## config.mk

```make
export PLATFORM = sky130hd
export DESIGN_NAME = mshc_top
export DESIGN_NICKNAME = d
export VERILOG_FILES = /design/src/hdl/mshc_pkg.sv /design/src/hdl/mshc_top.sv /design/src/hdl/mshc_pulse_class.sv
export SDC_FILE = /design/constraint.sdc
export NUM_CORES = 1
export LEC_CHECK = 0
export BUFFER_PORTS_ARGS = -buffer_cell sky130_fd_sc_hd__buf_2
export CORE_MARGIN = 2
export CORE_UTILIZATION = 50
export CTS_CLUSTER_SIZE = 40
export DETAILED_ROUTE_END_ITERATION = 12
export PLACE_DENSITY = 0.76
export SLEW_MARGIN = 20
export SYNTH_ARGS = -nofsm -noshare
export SYNTH_HDL_FRONTEND = slang
export SYNTH_SLANG_ARGS = --single-unit
```

## constraint.sdc

```tcl
create_clock -name mclk_in -period 2.3 [get_ports mclk_in]
set_clock_uncertainty 0.2 [all_clocks]
set_input_delay 0.115 -clock mclk_in [delete_from_list [all_inputs] [get_ports mclk_in]]
set_output_delay 0.115 -clock mclk_in [all_outputs]
set_load 0.03 [all_outputs]
```

## src/hdl/mshc_pkg.sv

```systemverilog
// constants and types shared by the sample-and-hold control
package mshc_pkg;
	// ----------------------------------------------------------------
	// channel layout
	// ----------------------------------------------------------------
	localparam int NUM_CH     = 32;
	localparam int NUM_REGS   = 33;
	localparam int OFFSET_IDX = 32;
	localparam int ADDR_W     = 5;
	localparam int CODE_W     = 14;
	localparam int IDX_W      = 6;
	localparam int CNT_W      = 12;
	localparam int LOW_W      = 4;

	typedef logic [CODE_W-1:0]   mshc_code_t;
	typedef logic [ADDR_W-1:0]   mshc_addr_t;
	typedef logic [NUM_REGS-1:0] mshc_mask_t;
	typedef logic [CNT_W-1:0]    mshc_cnt_t;
	typedef logic [LOW_W-1:0]    mshc_low_t;

	localparam mshc_code_t CODE_ZERO  = 14'h0000;
	localparam mshc_cnt_t  CNT_ZERO   = 12'h000;
	localparam mshc_cnt_t  CNT_ONE    = 12'h001;
	localparam mshc_low_t  LOW_ZERO   = 4'h0;
	localparam mshc_low_t  LOW_ONE    = 4'h1;
	localparam logic [IDX_W-1:0] IDX_OFFSET = 6'h20;

	// ----------------------------------------------------------------
	// timing
	// ----------------------------------------------------------------
	localparam int CLK_PERIOD_NS = 25;
	localparam int ACQ_MAX_US    = 16;
	localparam int ACQ_ALL_US    = 45;
	localparam int GLITCH_NS     = 90;
	localparam int RESET_MAX_NS  = 200;
	localparam int ACQ_MAX_CYC   = (ACQ_MAX_US * 1000) / CLK_PERIOD_NS;
	localparam int ACQ_ALL_CYC   = (ACQ_ALL_US * 1000) / CLK_PERIOD_NS;
	localparam int GLITCH_CYC    = (GLITCH_NS + CLK_PERIOD_NS - 1) / CLK_PERIOD_NS;
	localparam int RESET_MAX_CYC = RESET_MAX_NS / CLK_PERIOD_NS;

	localparam mshc_low_t GLITCH_LOW = LOW_W'(GLITCH_CYC);
	localparam mshc_low_t RESET_LOW  = LOW_W'(RESET_MAX_CYC);

	// ----------------------------------------------------------------
	// sequencer states, gray along idle-wait-acquire
	// ----------------------------------------------------------------
	typedef enum logic [1:0] {
		ST_IDLE = 2'h0,
		ST_WAIT = 2'h1,
		ST_ACQ  = 2'h3
	} mshc_state_t;
endpackage

```

## src/hdl/mshc_top.sv

```systemverilog
// sequencer and held-code store of the 32-channel sample-and-hold
//
// Behaviour
// - addressed channel acquires when hold-release high
// - busy low for whole acquisition
// - single acquisition ends within 16 us
// - busy high, buffer back to converter
// - analog input drives buffer while acquiring
// - held code kept until readdressed
// - power-on zeroes all 33 held codes
// - offset channel acquired, drives offset output
// - 90 to 200 ns low pulse resets
// - pulse under 90 ns is ignored
// - low over 200 ns means hold
// - addressed while low waits for rise
// - offset select overrides channel address
// - all-channel acquire loads all 32, longer
`timescale 1ns/1ps
module mshc_top #(
	parameter int ACQ_CYCLES     = mshc_pkg::ACQ_MAX_CYC,
	parameter int ACQ_ALL_CYCLES = mshc_pkg::ACQ_ALL_CYC
) (
	input  wire logic                 mclk_in,
	input  wire logic                 rst_b_in,
	input  wire logic                 clk_en_in,
	input  wire logic                 addr_load_in,
	input  wire mshc_pkg::mshc_addr_t channel_address_in,
	input  wire logic                 offset_sel_in,
	input  wire logic                 all_channel_in,
	input  wire logic                 hold_release_in,
	input  wire mshc_pkg::mshc_code_t converter_code_in,
	output logic                      busy_b_out,
	output mshc_pkg::mshc_mask_t      route_vin_out,
	output mshc_pkg::mshc_code_t      offset_channel_output_out,
	output logic [mshc_pkg::NUM_REGS*mshc_pkg::CODE_W-1:0] held_code_out
);
	import mshc_pkg::*;

	mshc_state_t      st_reg;
	mshc_state_t      st_next;
	logic [IDX_W-1:0] tgt_reg;
	logic             all_reg;
	mshc_cnt_t        acq_cnt_reg;
	mshc_code_t       held_reg [0:NUM_REGS-1];
	mshc_mask_t       tgt_mask;
	logic [IDX_W-1:0] tgt_next;
	logic             all_next;
	mshc_mask_t       mask_next;
	logic             soft_rst;
	logic             track_low;
	logic             acq_done;
	logic             start_now;

	// ----------------------------------------------------------------
	// pin classifier
	// ----------------------------------------------------------------
	mshc_pulse_class u_class (
		.mclk_in         (mclk_in),
		.rst_b_in        (rst_b_in),
		.clk_en_in       (clk_en_in),
		.pin_in          (hold_release_in),
		.reset_pulse_out (soft_rst),
		.track_low_out   (track_low)
	);

	// ----------------------------------------------------------------
	// target selection
	// ----------------------------------------------------------------
	// offset select wins
	always_comb begin
		tgt_next = tgt_reg;
		all_next = all_reg;
		if (addr_load_in && st_reg == ST_IDLE) begin
			tgt_next = offset_sel_in ? IDX_OFFSET : {1'b0, channel_address_in};
			all_next = all_channel_in;
		end
	end

	always_ff @(posedge mclk_in or negedge rst_b_in) begin
		if (!rst_b_in) begin
			tgt_reg <= IDX_OFFSET;
			all_reg <= 1'b0;
		end else if (clk_en_in) begin
			if (soft_rst) begin
				tgt_reg <= IDX_OFFSET;
				all_reg <= 1'b0;
			end else begin
				tgt_reg <= tgt_next;
				all_reg <= all_next;
			end
		end
	end

	always_comb begin
		tgt_mask = '0;
		if (all_reg)
			tgt_mask[NUM_CH-1:0] = '1;
		else
			tgt_mask[tgt_reg] = 1'b1;
	end

	// mask of the target being loaded, so routing starts on the load edge
	always_comb begin
		mask_next = '0;
		if (all_next)
			mask_next[NUM_CH-1:0] = '1;
		else
			mask_next[tgt_next] = 1'b1;
	end

	// ----------------------------------------------------------------
	// sequencer
	// ----------------------------------------------------------------
	assign acq_done  = all_reg ? (acq_cnt_reg == CNT_W'(ACQ_ALL_CYCLES - 1))
	                           : (acq_cnt_reg == CNT_W'(ACQ_CYCLES - 1));
	assign start_now = hold_release_in;

	always_comb begin
		st_next = st_reg;
		case (st_reg)
			ST_IDLE: begin
				if (addr_load_in)
					st_next = start_now ? ST_ACQ : ST_WAIT;
			end
			ST_WAIT: begin
				if (start_now)
					st_next = ST_ACQ;
			end
			ST_ACQ: begin
				if (acq_done)
					st_next = ST_IDLE;
			end
			default: st_next = ST_IDLE;
		endcase
	end

	always_ff @(posedge mclk_in or negedge rst_b_in) begin
		if (!rst_b_in)
			st_reg <= ST_IDLE;
		else if (clk_en_in)
			st_reg <= soft_rst ? ST_IDLE : st_next;
	end

	always_ff @(posedge mclk_in or negedge rst_b_in) begin
		if (!rst_b_in)
			acq_cnt_reg <= CNT_ZERO;
		else if (clk_en_in) begin
			if (soft_rst || st_reg != ST_ACQ)
				acq_cnt_reg <= CNT_ZERO;
			else
				acq_cnt_reg <= acq_cnt_reg + CNT_ONE;
		end
	end

	// ----------------------------------------------------------------
	// busy and buffer source
	// ----------------------------------------------------------------
	// busy tracks acquisition
	always_ff @(posedge mclk_in or negedge rst_b_in) begin
		if (!rst_b_in)
			busy_b_out <= 1'b1;
		else if (clk_en_in)
			busy_b_out <= soft_rst || st_next != ST_ACQ;
	end

	always_ff @(posedge mclk_in or negedge rst_b_in) begin
		if (!rst_b_in)
			route_vin_out <= '0;
		else if (clk_en_in) begin
			if (soft_rst)
				route_vin_out <= '0;
			else if (st_reg == ST_ACQ && acq_done)
				route_vin_out <= '0;
			else if (st_next != ST_IDLE || track_low)
				route_vin_out <= mask_next;
			else
				route_vin_out <= '0;
		end
	end

	// ----------------------------------------------------------------
	// held-code store
	// ----------------------------------------------------------------
	// zero all 33
	always_ff @(posedge mclk_in or negedge rst_b_in) begin
		if (!rst_b_in) begin
			for (int i = 0; i < NUM_REGS; i++)
				held_reg[i] <= CODE_ZERO;
		end else if (clk_en_in) begin
			for (int i = 0; i < NUM_REGS; i++) begin
				if (soft_rst)
					held_reg[i] <= CODE_ZERO;
				else if (st_reg == ST_ACQ && acq_done && tgt_mask[i])
					held_reg[i] <= converter_code_in;
			end
		end
	end

	assign offset_channel_output_out = held_reg[OFFSET_IDX];

	generate
		for (genvar g = 0; g < NUM_REGS; g++) begin : g_flat
			assign held_code_out[g*CODE_W +: CODE_W] = held_reg[g];
		end
	endgenerate
endmodule

```

## src/hdl/mshc_pulse_class.sv

```systemverilog
// low-pulse width classifier for the hold-release/reset pin
`timescale 1ns/1ps
module mshc_pulse_class (
	input  wire logic              mclk_in,
	input  wire logic              rst_b_in,
	input  wire logic              clk_en_in,
	input  wire logic              pin_in,
	output logic                   reset_pulse_out,
	output logic                   track_low_out
);
	import mshc_pkg::*;

	logic      pin_prev_reg;
	mshc_low_t low_cnt_reg;

	// ----------------------------------------------------------------
	// low-time counter
	// ----------------------------------------------------------------
	// count low cycles
	always_ff @(posedge mclk_in or negedge rst_b_in) begin
		if (!rst_b_in) begin
			low_cnt_reg  <= LOW_ZERO;
			pin_prev_reg <= 1'b1;
		end else if (clk_en_in) begin
			pin_prev_reg <= pin_in;
			if (pin_in)
				low_cnt_reg <= LOW_ZERO;
			else if (low_cnt_reg <= RESET_LOW)
				low_cnt_reg <= low_cnt_reg + LOW_ONE;
		end
	end

	// ----------------------------------------------------------------
	// classification: reset pulse on the rising edge, long low while the pin is still low
	// ----------------------------------------------------------------
	// width window resets
	always_ff @(posedge mclk_in or negedge rst_b_in) begin
		if (!rst_b_in)
			reset_pulse_out <= 1'b0;
		else if (clk_en_in)
			reset_pulse_out <= pin_in && !pin_prev_reg &&
				(low_cnt_reg >= GLITCH_LOW) && (low_cnt_reg <= RESET_LOW);
	end

	assign track_low_out = (low_cnt_reg > RESET_LOW);
endmodule

```

# [After elaboration in Yosys (flattened, before gate mapping)]
# Cells that the tools add are included.
[totals] ram_bits=0 elab_cells=263 n_memories=0 latchBits=0 out_inout_bits=510 romBits=0 input_bits=26 regBits=523
[classes] reduce_logical=114 multipliers=0 n_addsub=2 n_eq_ne=6 mux=92 n_shift=0 bitwise_logic=0 div=0 order_cmp=7
[op_table] op="2-to-1 mux 14 bit" count=66
[op_table] op="2-to-1 mux 33 bit" count=3
[op_table] op="nonzero test 2 bit" count=35
[op_table] op="AND reduction 2 bit" count=34
[op_table] op="2-to-1 mux 32 bit" count=2
[op_table] op="logical AND 1 bit" count=40
[op_table] op="2-to-1 mux 6 bit" count=3
[op_table] op="< comparator 6 x 7 -> 1 bit (second input constant)" count=2
[op_table] op="adder 12 x 1 -> 12 bit (second input constant)" count=1
[op_table] op="demux 1 bit (select 6 bit)" count=2
[op_table] op="== test 12 x 10 -> 1 bit (second input constant)" count=1
[op_table] op="== test 12 x 11 -> 1 bit (second input constant)" count=1
[op_table] op="greater-or-equal comparator 6 x 1 -> 1 bit (second input constant)" count=2
[op_table] op="2-to-1 mux 12 bit" count=1
[op_table] op="2-to-1 mux 2 bit" count=5
[op_table] op="2-to-1 mux 4 bit" count=2
[op_table] op="2-to-1 mux 1 bit" count=7
[op_table] op="one-hot mux 2 bit (3 select lines)" count=1
[op_table] op="adder 4 x 1 -> 4 bit (second input constant)" count=1
[op_table] op="greater-or-equal comparator 4 x 3 -> 1 bit (second input constant)" count=1
[op_table] op="greater-than comparator 4 bit (second input constant)" count=1
[op_table] op="<= comparator 4 bit (second input constant)" count=1
[op_table] op="!= test 2 bit (second input constant)" count=2
[op_table] op="logical OR 1 bit" count=3
[op_table] op="4 further kinds" count=4

# [Depth between registers and ports, before layout]
[depth] ltp_word=11 mapped_depth=10 ltp_nobuf=7

# [Modules after synthesis]
# A second synthesis with hierarchy kept.
[unflattened] cells_unflattened=2727 hier_area_um2=26814.5
[modules_own_cells] mod="mshc_top" instances=1 area_per_inst_um2=26472.9 cells_each=2696
[modules_own_cells] mod="mshc_pulse_class" instances=1 area_per_inst_um2=341.6 cells_each=31

# [Least setup slack after synthesis]
# OpenSTA, ideal clock, no wires.
[synth_path] kind="register to register" startpoint="register all_reg" endpoint="register held_reg (netlist bit held_code_out[352])" path_slack_ns=0.134 period_less_slack_ns=2.166 required_time_ns=1.968 stages_incl_launch_ff=9 arrival_ns=1.835 cell_sequence="dfrtp_1 -> nor4_4 -> buf_6 -> and4b_1 -> buf_6 -> a21oi_2 -> o21a_1 -> buf_6 -> o2bb2ai_1"
[synth_between] elab_chain_len=5 word_cells_on_any_way=6 classes_between="mux (2); reduce/logical (4)"
[synth_lines] element="from (decl)" line="mshc_top.sv:42" source="logic all_reg;"
[synth_lines] element="from (signal assigned)" line="mshc_top.sv:89" source="all_reg <= all_next;"
[synth_lines] element="2-to-1 mux 1 bit" line="mshc_top.sv:114" source="assign acq_done = all_reg ? (acq_cnt_reg == CNT_W'(ACQ_ALL_CYCLES - 1))"
[synth_lines] element="logical AND 1 bit" line="mshc_top.sv:193" source="else if (st_reg == ST_ACQ && acq_done && tgt_mask[i])"
[synth_lines] element="logical AND 1 bit (*)" line="mshc_top.sv:193"
[synth_lines] element="nonzero test 2 bit (no line) (*)"
[synth_lines] element="AND reduction 2 bit (no line) (*)"
[synth_lines] element="to (signal, indexed assignment)" line="mshc_top.sv:194" source="held_reg[i] <= converter_code_in;"
[synth_lines] element="to (decl)" line="mshc_top.sv:44" source="mshc_code_t held_reg [0:NUM_REGS-1];"
# Every way passes the cells marked *; elsewhere a longest branch is shown, timed or not.
# A chain may end at the register's enable or synchronous reset.

# [Final worst setup path]
[layout_path] startpoint="register st_reg[0]" endpoint="register route_vin_out[7]"
[layout_between] elab_chain_len=11 word_cells_on_any_way=22 classes_between="order compare (2); eq/ne (2); mux (12); reduce/logical (6)"
[layout_lines] element="from (decl)" line="mshc_top.sv:39" source="mshc_state_t st_reg;"
[layout_lines] element="from (signal assigned)" line="mshc_top.sv:141" source="st_reg <= soft_rst ? ST_IDLE : st_next;"
[layout_lines] element="zero test 2 bit" line="mshc_top.sv:73, mshc_top.sv:120"
[layout_lines] element="logical AND 1 bit" line="mshc_top.sv:73" source="if (addr_load_in && st_reg == ST_IDLE) begin"
[layout_lines] element="2-to-1 mux 6 bit" line="mshc_top.sv:73"
[layout_lines] element="< comparator 6 x 7 -> 1 bit (implied by the code) / greater-or-equal comparator 6 x 1 -> 1 bit (equally long branches)" line="mshc_top.sv:108" source="mask_next[tgt_next] = 1'b1;"
[layout_lines] element="logical AND 1 bit (implied by the code)" line="mshc_top.sv:108"
[layout_lines] element="2-to-1 mux 1 bit (implied by the code)" line="mshc_top.sv:108"
[layout_lines] element="demux 1 bit (select 6 bit)" line="mshc_top.sv:108"
[layout_lines] element="2-to-1 mux 32 bit" line="mshc_top.sv:105" source="if (all_next)"
[layout_lines] element="2-to-1 mux 33 bit" line="mshc_top.sv:174" source="else if (st_next != ST_IDLE || track_low)"
[layout_lines] element="2-to-1 mux 33 bit (*)" line="mshc_top.sv:172" source="else if (st_reg == ST_ACQ && acq_done)"
[layout_lines] element="2-to-1 mux 33 bit (*)" line="mshc_top.sv:170" source="if (soft_rst)"
[layout_lines] element="to (signal assigned)" line="mshc_top.sv:175" source="route_vin_out <= mask_next;"
[layout_lines] element="to (decl)" line="mshc_top.sv:33" source="output mshc_pkg::mshc_mask_t route_vin_out,"
# Marks and branches as above.

==> flow_summary_export.csv <==
group,metric,value,unit
clocking,insertion_delay,590,ps
clocking,postCtsSetupBuffers,0,
timing,slew_viol_final,0,
final_layout,largest_register_ffs,448,
timing,worst_slack,119,ps
logic_synthesis,yosysSeqAreaShare,0.620,
placement,dp_hpwl,49.0,mm
final_layout,nNetsFinal,2250,
timing,finalSetupViolCount,0,
timing,fmax,459,MHz
logic_synthesis,yosysTopAreaCell,"dfrtp_1",
timing,rsz0062_at_grt,"false",
drt,drt_iter0_drc,1515,
final_layout,final_area,27400,sq um
final_layout,most-common-layout-cells,"534 x buf_2, 517 x dfrtp_1, 449 x o2bb2ai_1, 127 x buf_4, 53 x clkbuf_16",
timing,period_minus_slack,2180,ps
pwr,leakagePower,13.3,nW
status,status,"finished clean",
drt,first_pass_iters,5,
clocking,cts.path.max_buffers,3,
worst_setup_path,startpoint_type,"flip-flop",
clocking,path_clk_slew,60,ps
logic_synthesis,ys.flop_type,"dfrtp_1",
floorplanning,fp.dieW,209,um
drt,avgRoutedWirePerCell,26.0,um
drt,via_per_inst,6.26,
logic_synthesis,synth-seq-cells,523,
drt,drcViolationCount,0,
final_layout,diodes,0,
global_routing,grt_pass1_wl,110,mm
final_layout,syn2layout_area_growth,29.9,%
worst_setup_path,required,2600,ps
timing,relSlewSlack,0.495,
final_layout,utilization,0.656,
flow_run,max-cap-violations,0,
timing,finalCritPeriodShare,0.948,
logic_synthesis,post_synth_num_cell_types,66,
floorplanning,core_area,41800,sq um
pwr,powerDensity,849,nW/um^2
floorplanning,fp.dieArea,43900,sq um
clocking,cts-root-buf,"clkbuf_16",
logic_synthesis,synth_edf_count,0,
final_layout,final_common_cell,"buf_2",
drt,num_vias,17500,
floorplanning,fp.dieH,209,um
hold_path,hp-class,"in2reg",
drt,ant_nets,0,
logic_synthesis,ys_top_cells_by_area,"dfrtp_1 62%, o2bb2ai_1 19%, clkbuf_1 2.1%, o221ai_1 1.5%, buf_4 1.2%",
floorplanning,start_util,0.505,
logic_synthesis,synth_area,21100,sq um
logic_synthesis,ys_warn_count,0,
logic_synthesis,postSynthCellCount,1634,
logic_synthesis,avgSynthCellArea,12.9,sq um
global_routing,grt_pass1_vias,17600,
worst_setup_path,crit_fanout,8,
clocking,numCtsBuffers,52,
floorplanning,row_count,75,
clocking,cts_tree,"done",
drt,drt_wl_total,72.8,mm
clocking,numClockSinks,523,
placement,io_buffers,535,
logic_synthesis,yosysTopAreaCellShare,0.617,
final_layout,drive_above_1_share,0.384,
timing,hold_viol_final,0,
global_routing,grt_overflow,0,
placement,gp_congestion,0.882,
worst_setup_path,r2r_cells,7,
hold_path,hold_depth,3,
worst_setup_path,crit_type,"reg2reg",
global_routing,grt_antenna_before_repair,0,
floorplanning,boundaryPins,536,
placement,preCtsSetupSlack,-3.14,ps
timing,worst_pin_slew,758,ps
worst_setup_path,cp.arrival,2480,ps
worst_setup_path,timing.critical_path.to_type,"flip-flop",
global_routing,grt_usage,0.328,
pwr,ir_drop,0.595,mV
clocking,h-tree-depth,2,
logic_synthesis,syn_nets,1663,
global_routing,grt_max_degree,77,
logic_synthesis,ys_async_sr_fraction,1.00,
placement,placed_cell_area,25200,sq um
[repair_timing]
action                     4_1_cts  5_1_grt
gates resized for setup          1       25
hold buffers                    26        0
pin swaps                        0        1
hold endpoints to repair      1020        0
setup endpoints to repair        1      220
[worst paths after layout]
check | start | end | slack [ps]
min | hold_release_in | u_class.low_cnt_reg[2] | 170
max | st_reg[0] | route_vin_out[7] | 120
min reg2reg | held_code_out[330] | held_code_out[330] | 280
max in group asynchronous | rst_b_in | held_code_out[388] | 620
max reg2reg | st_reg[0] | route_vin_out[7] | 120
min in group asynchronous | rst_b_in | held_code_out[79] | 460
[metrics by stage]
stage | hold slack [ps] | power, mW | TNS [ps] | cells
2_1_floorplan | -381 | 12.6 | 0 | 1634
3_3_place_gp | -14.8 | 14.0 | 0 | 2680
3_5_place_dp | -9.50 | 14.1 | -3.14 | 2680
4_1_cts | 148 | 23.3 | 0 | 2800
5_1_grt | 191 | 24.1 | 0 | 2800
6_report | 169 | 23.3 | 0 | 2800
[layer usage]
metal / share of wire / vias to the layer above / track usage
met5: 0 / - / 0
met4: 0.049 / 0 / 0.149
met3: 0.080 / 215 / 0.0774
met2: 0.47 / 899 / 0.514
met1: 0.40 / 8965 / 0.439
li1: - / 7447 / -
[worst max-delay path: stages, from the launching register on]
cell and delay (ps):
dfrtp_1 470, or3b_1 510, buf_4 200, mux2i_1 140
nor2_2 210, buf_4 150, a21oi_1 60, o2bb2ai_1 160
[cell type report]
| type | count | area (sq um) |
|---|---|---|
| Clock buffer | 70 | 1470 |
| Clock inverter | 24 | 389 |
| Fill cell | 3052 | 14300 |
| Inverter | 43 | 161 |
| Multi-Input combinational cell | 876 | 6990 |
| Sequential cell | 523 | 13100 |
| Tap cell | 539 | 674 |
| Timing Repair Buffer | 725 | 4630 |
[power by group]
| part | internal (mW) | total [mW] | switching [mW] |
|---|---|---|---|
| registers | 9.65 | 10.1 | 0.462 |
| clock network | 5.53 | 9.23 | 3.71 |
| logic | 1.31 | 3.92 | 2.60 |
[cell usage after synthesis, types with 13 or more instances]
cell / instances
o211ai_1: 34
inv_1: 41
dfrtp_1: 520
a22oi_1: 26
clkbuf_1: 117
nand3_1: 13
nor2_1: 24
nand2_1: 48
o21ai_0: 41
a21oi_2: 16
o2bb2ai_1: 449
buf_4: 34
o221ai_1: 35
o21a_1: 31
a21oi_1: 39
buf_2: 30
[cell families (layout without fill, tap and decap cells)]
logic type / after synthesis / in the layout / synth area share
fa+ha+maj: 3 / 3 / 0.00178
buf+inv: 235 / 862 / 0.0534
flops: 523 / 523 / 0.620
xor+xnor: 5 / 5 / 0.00208
compound gates: 710 / 710 / 0.278
mux: 8 / 8 / 0.00391
simple gates: 150 / 150 / 0.0401
Power figures use the tool's default switching activity.
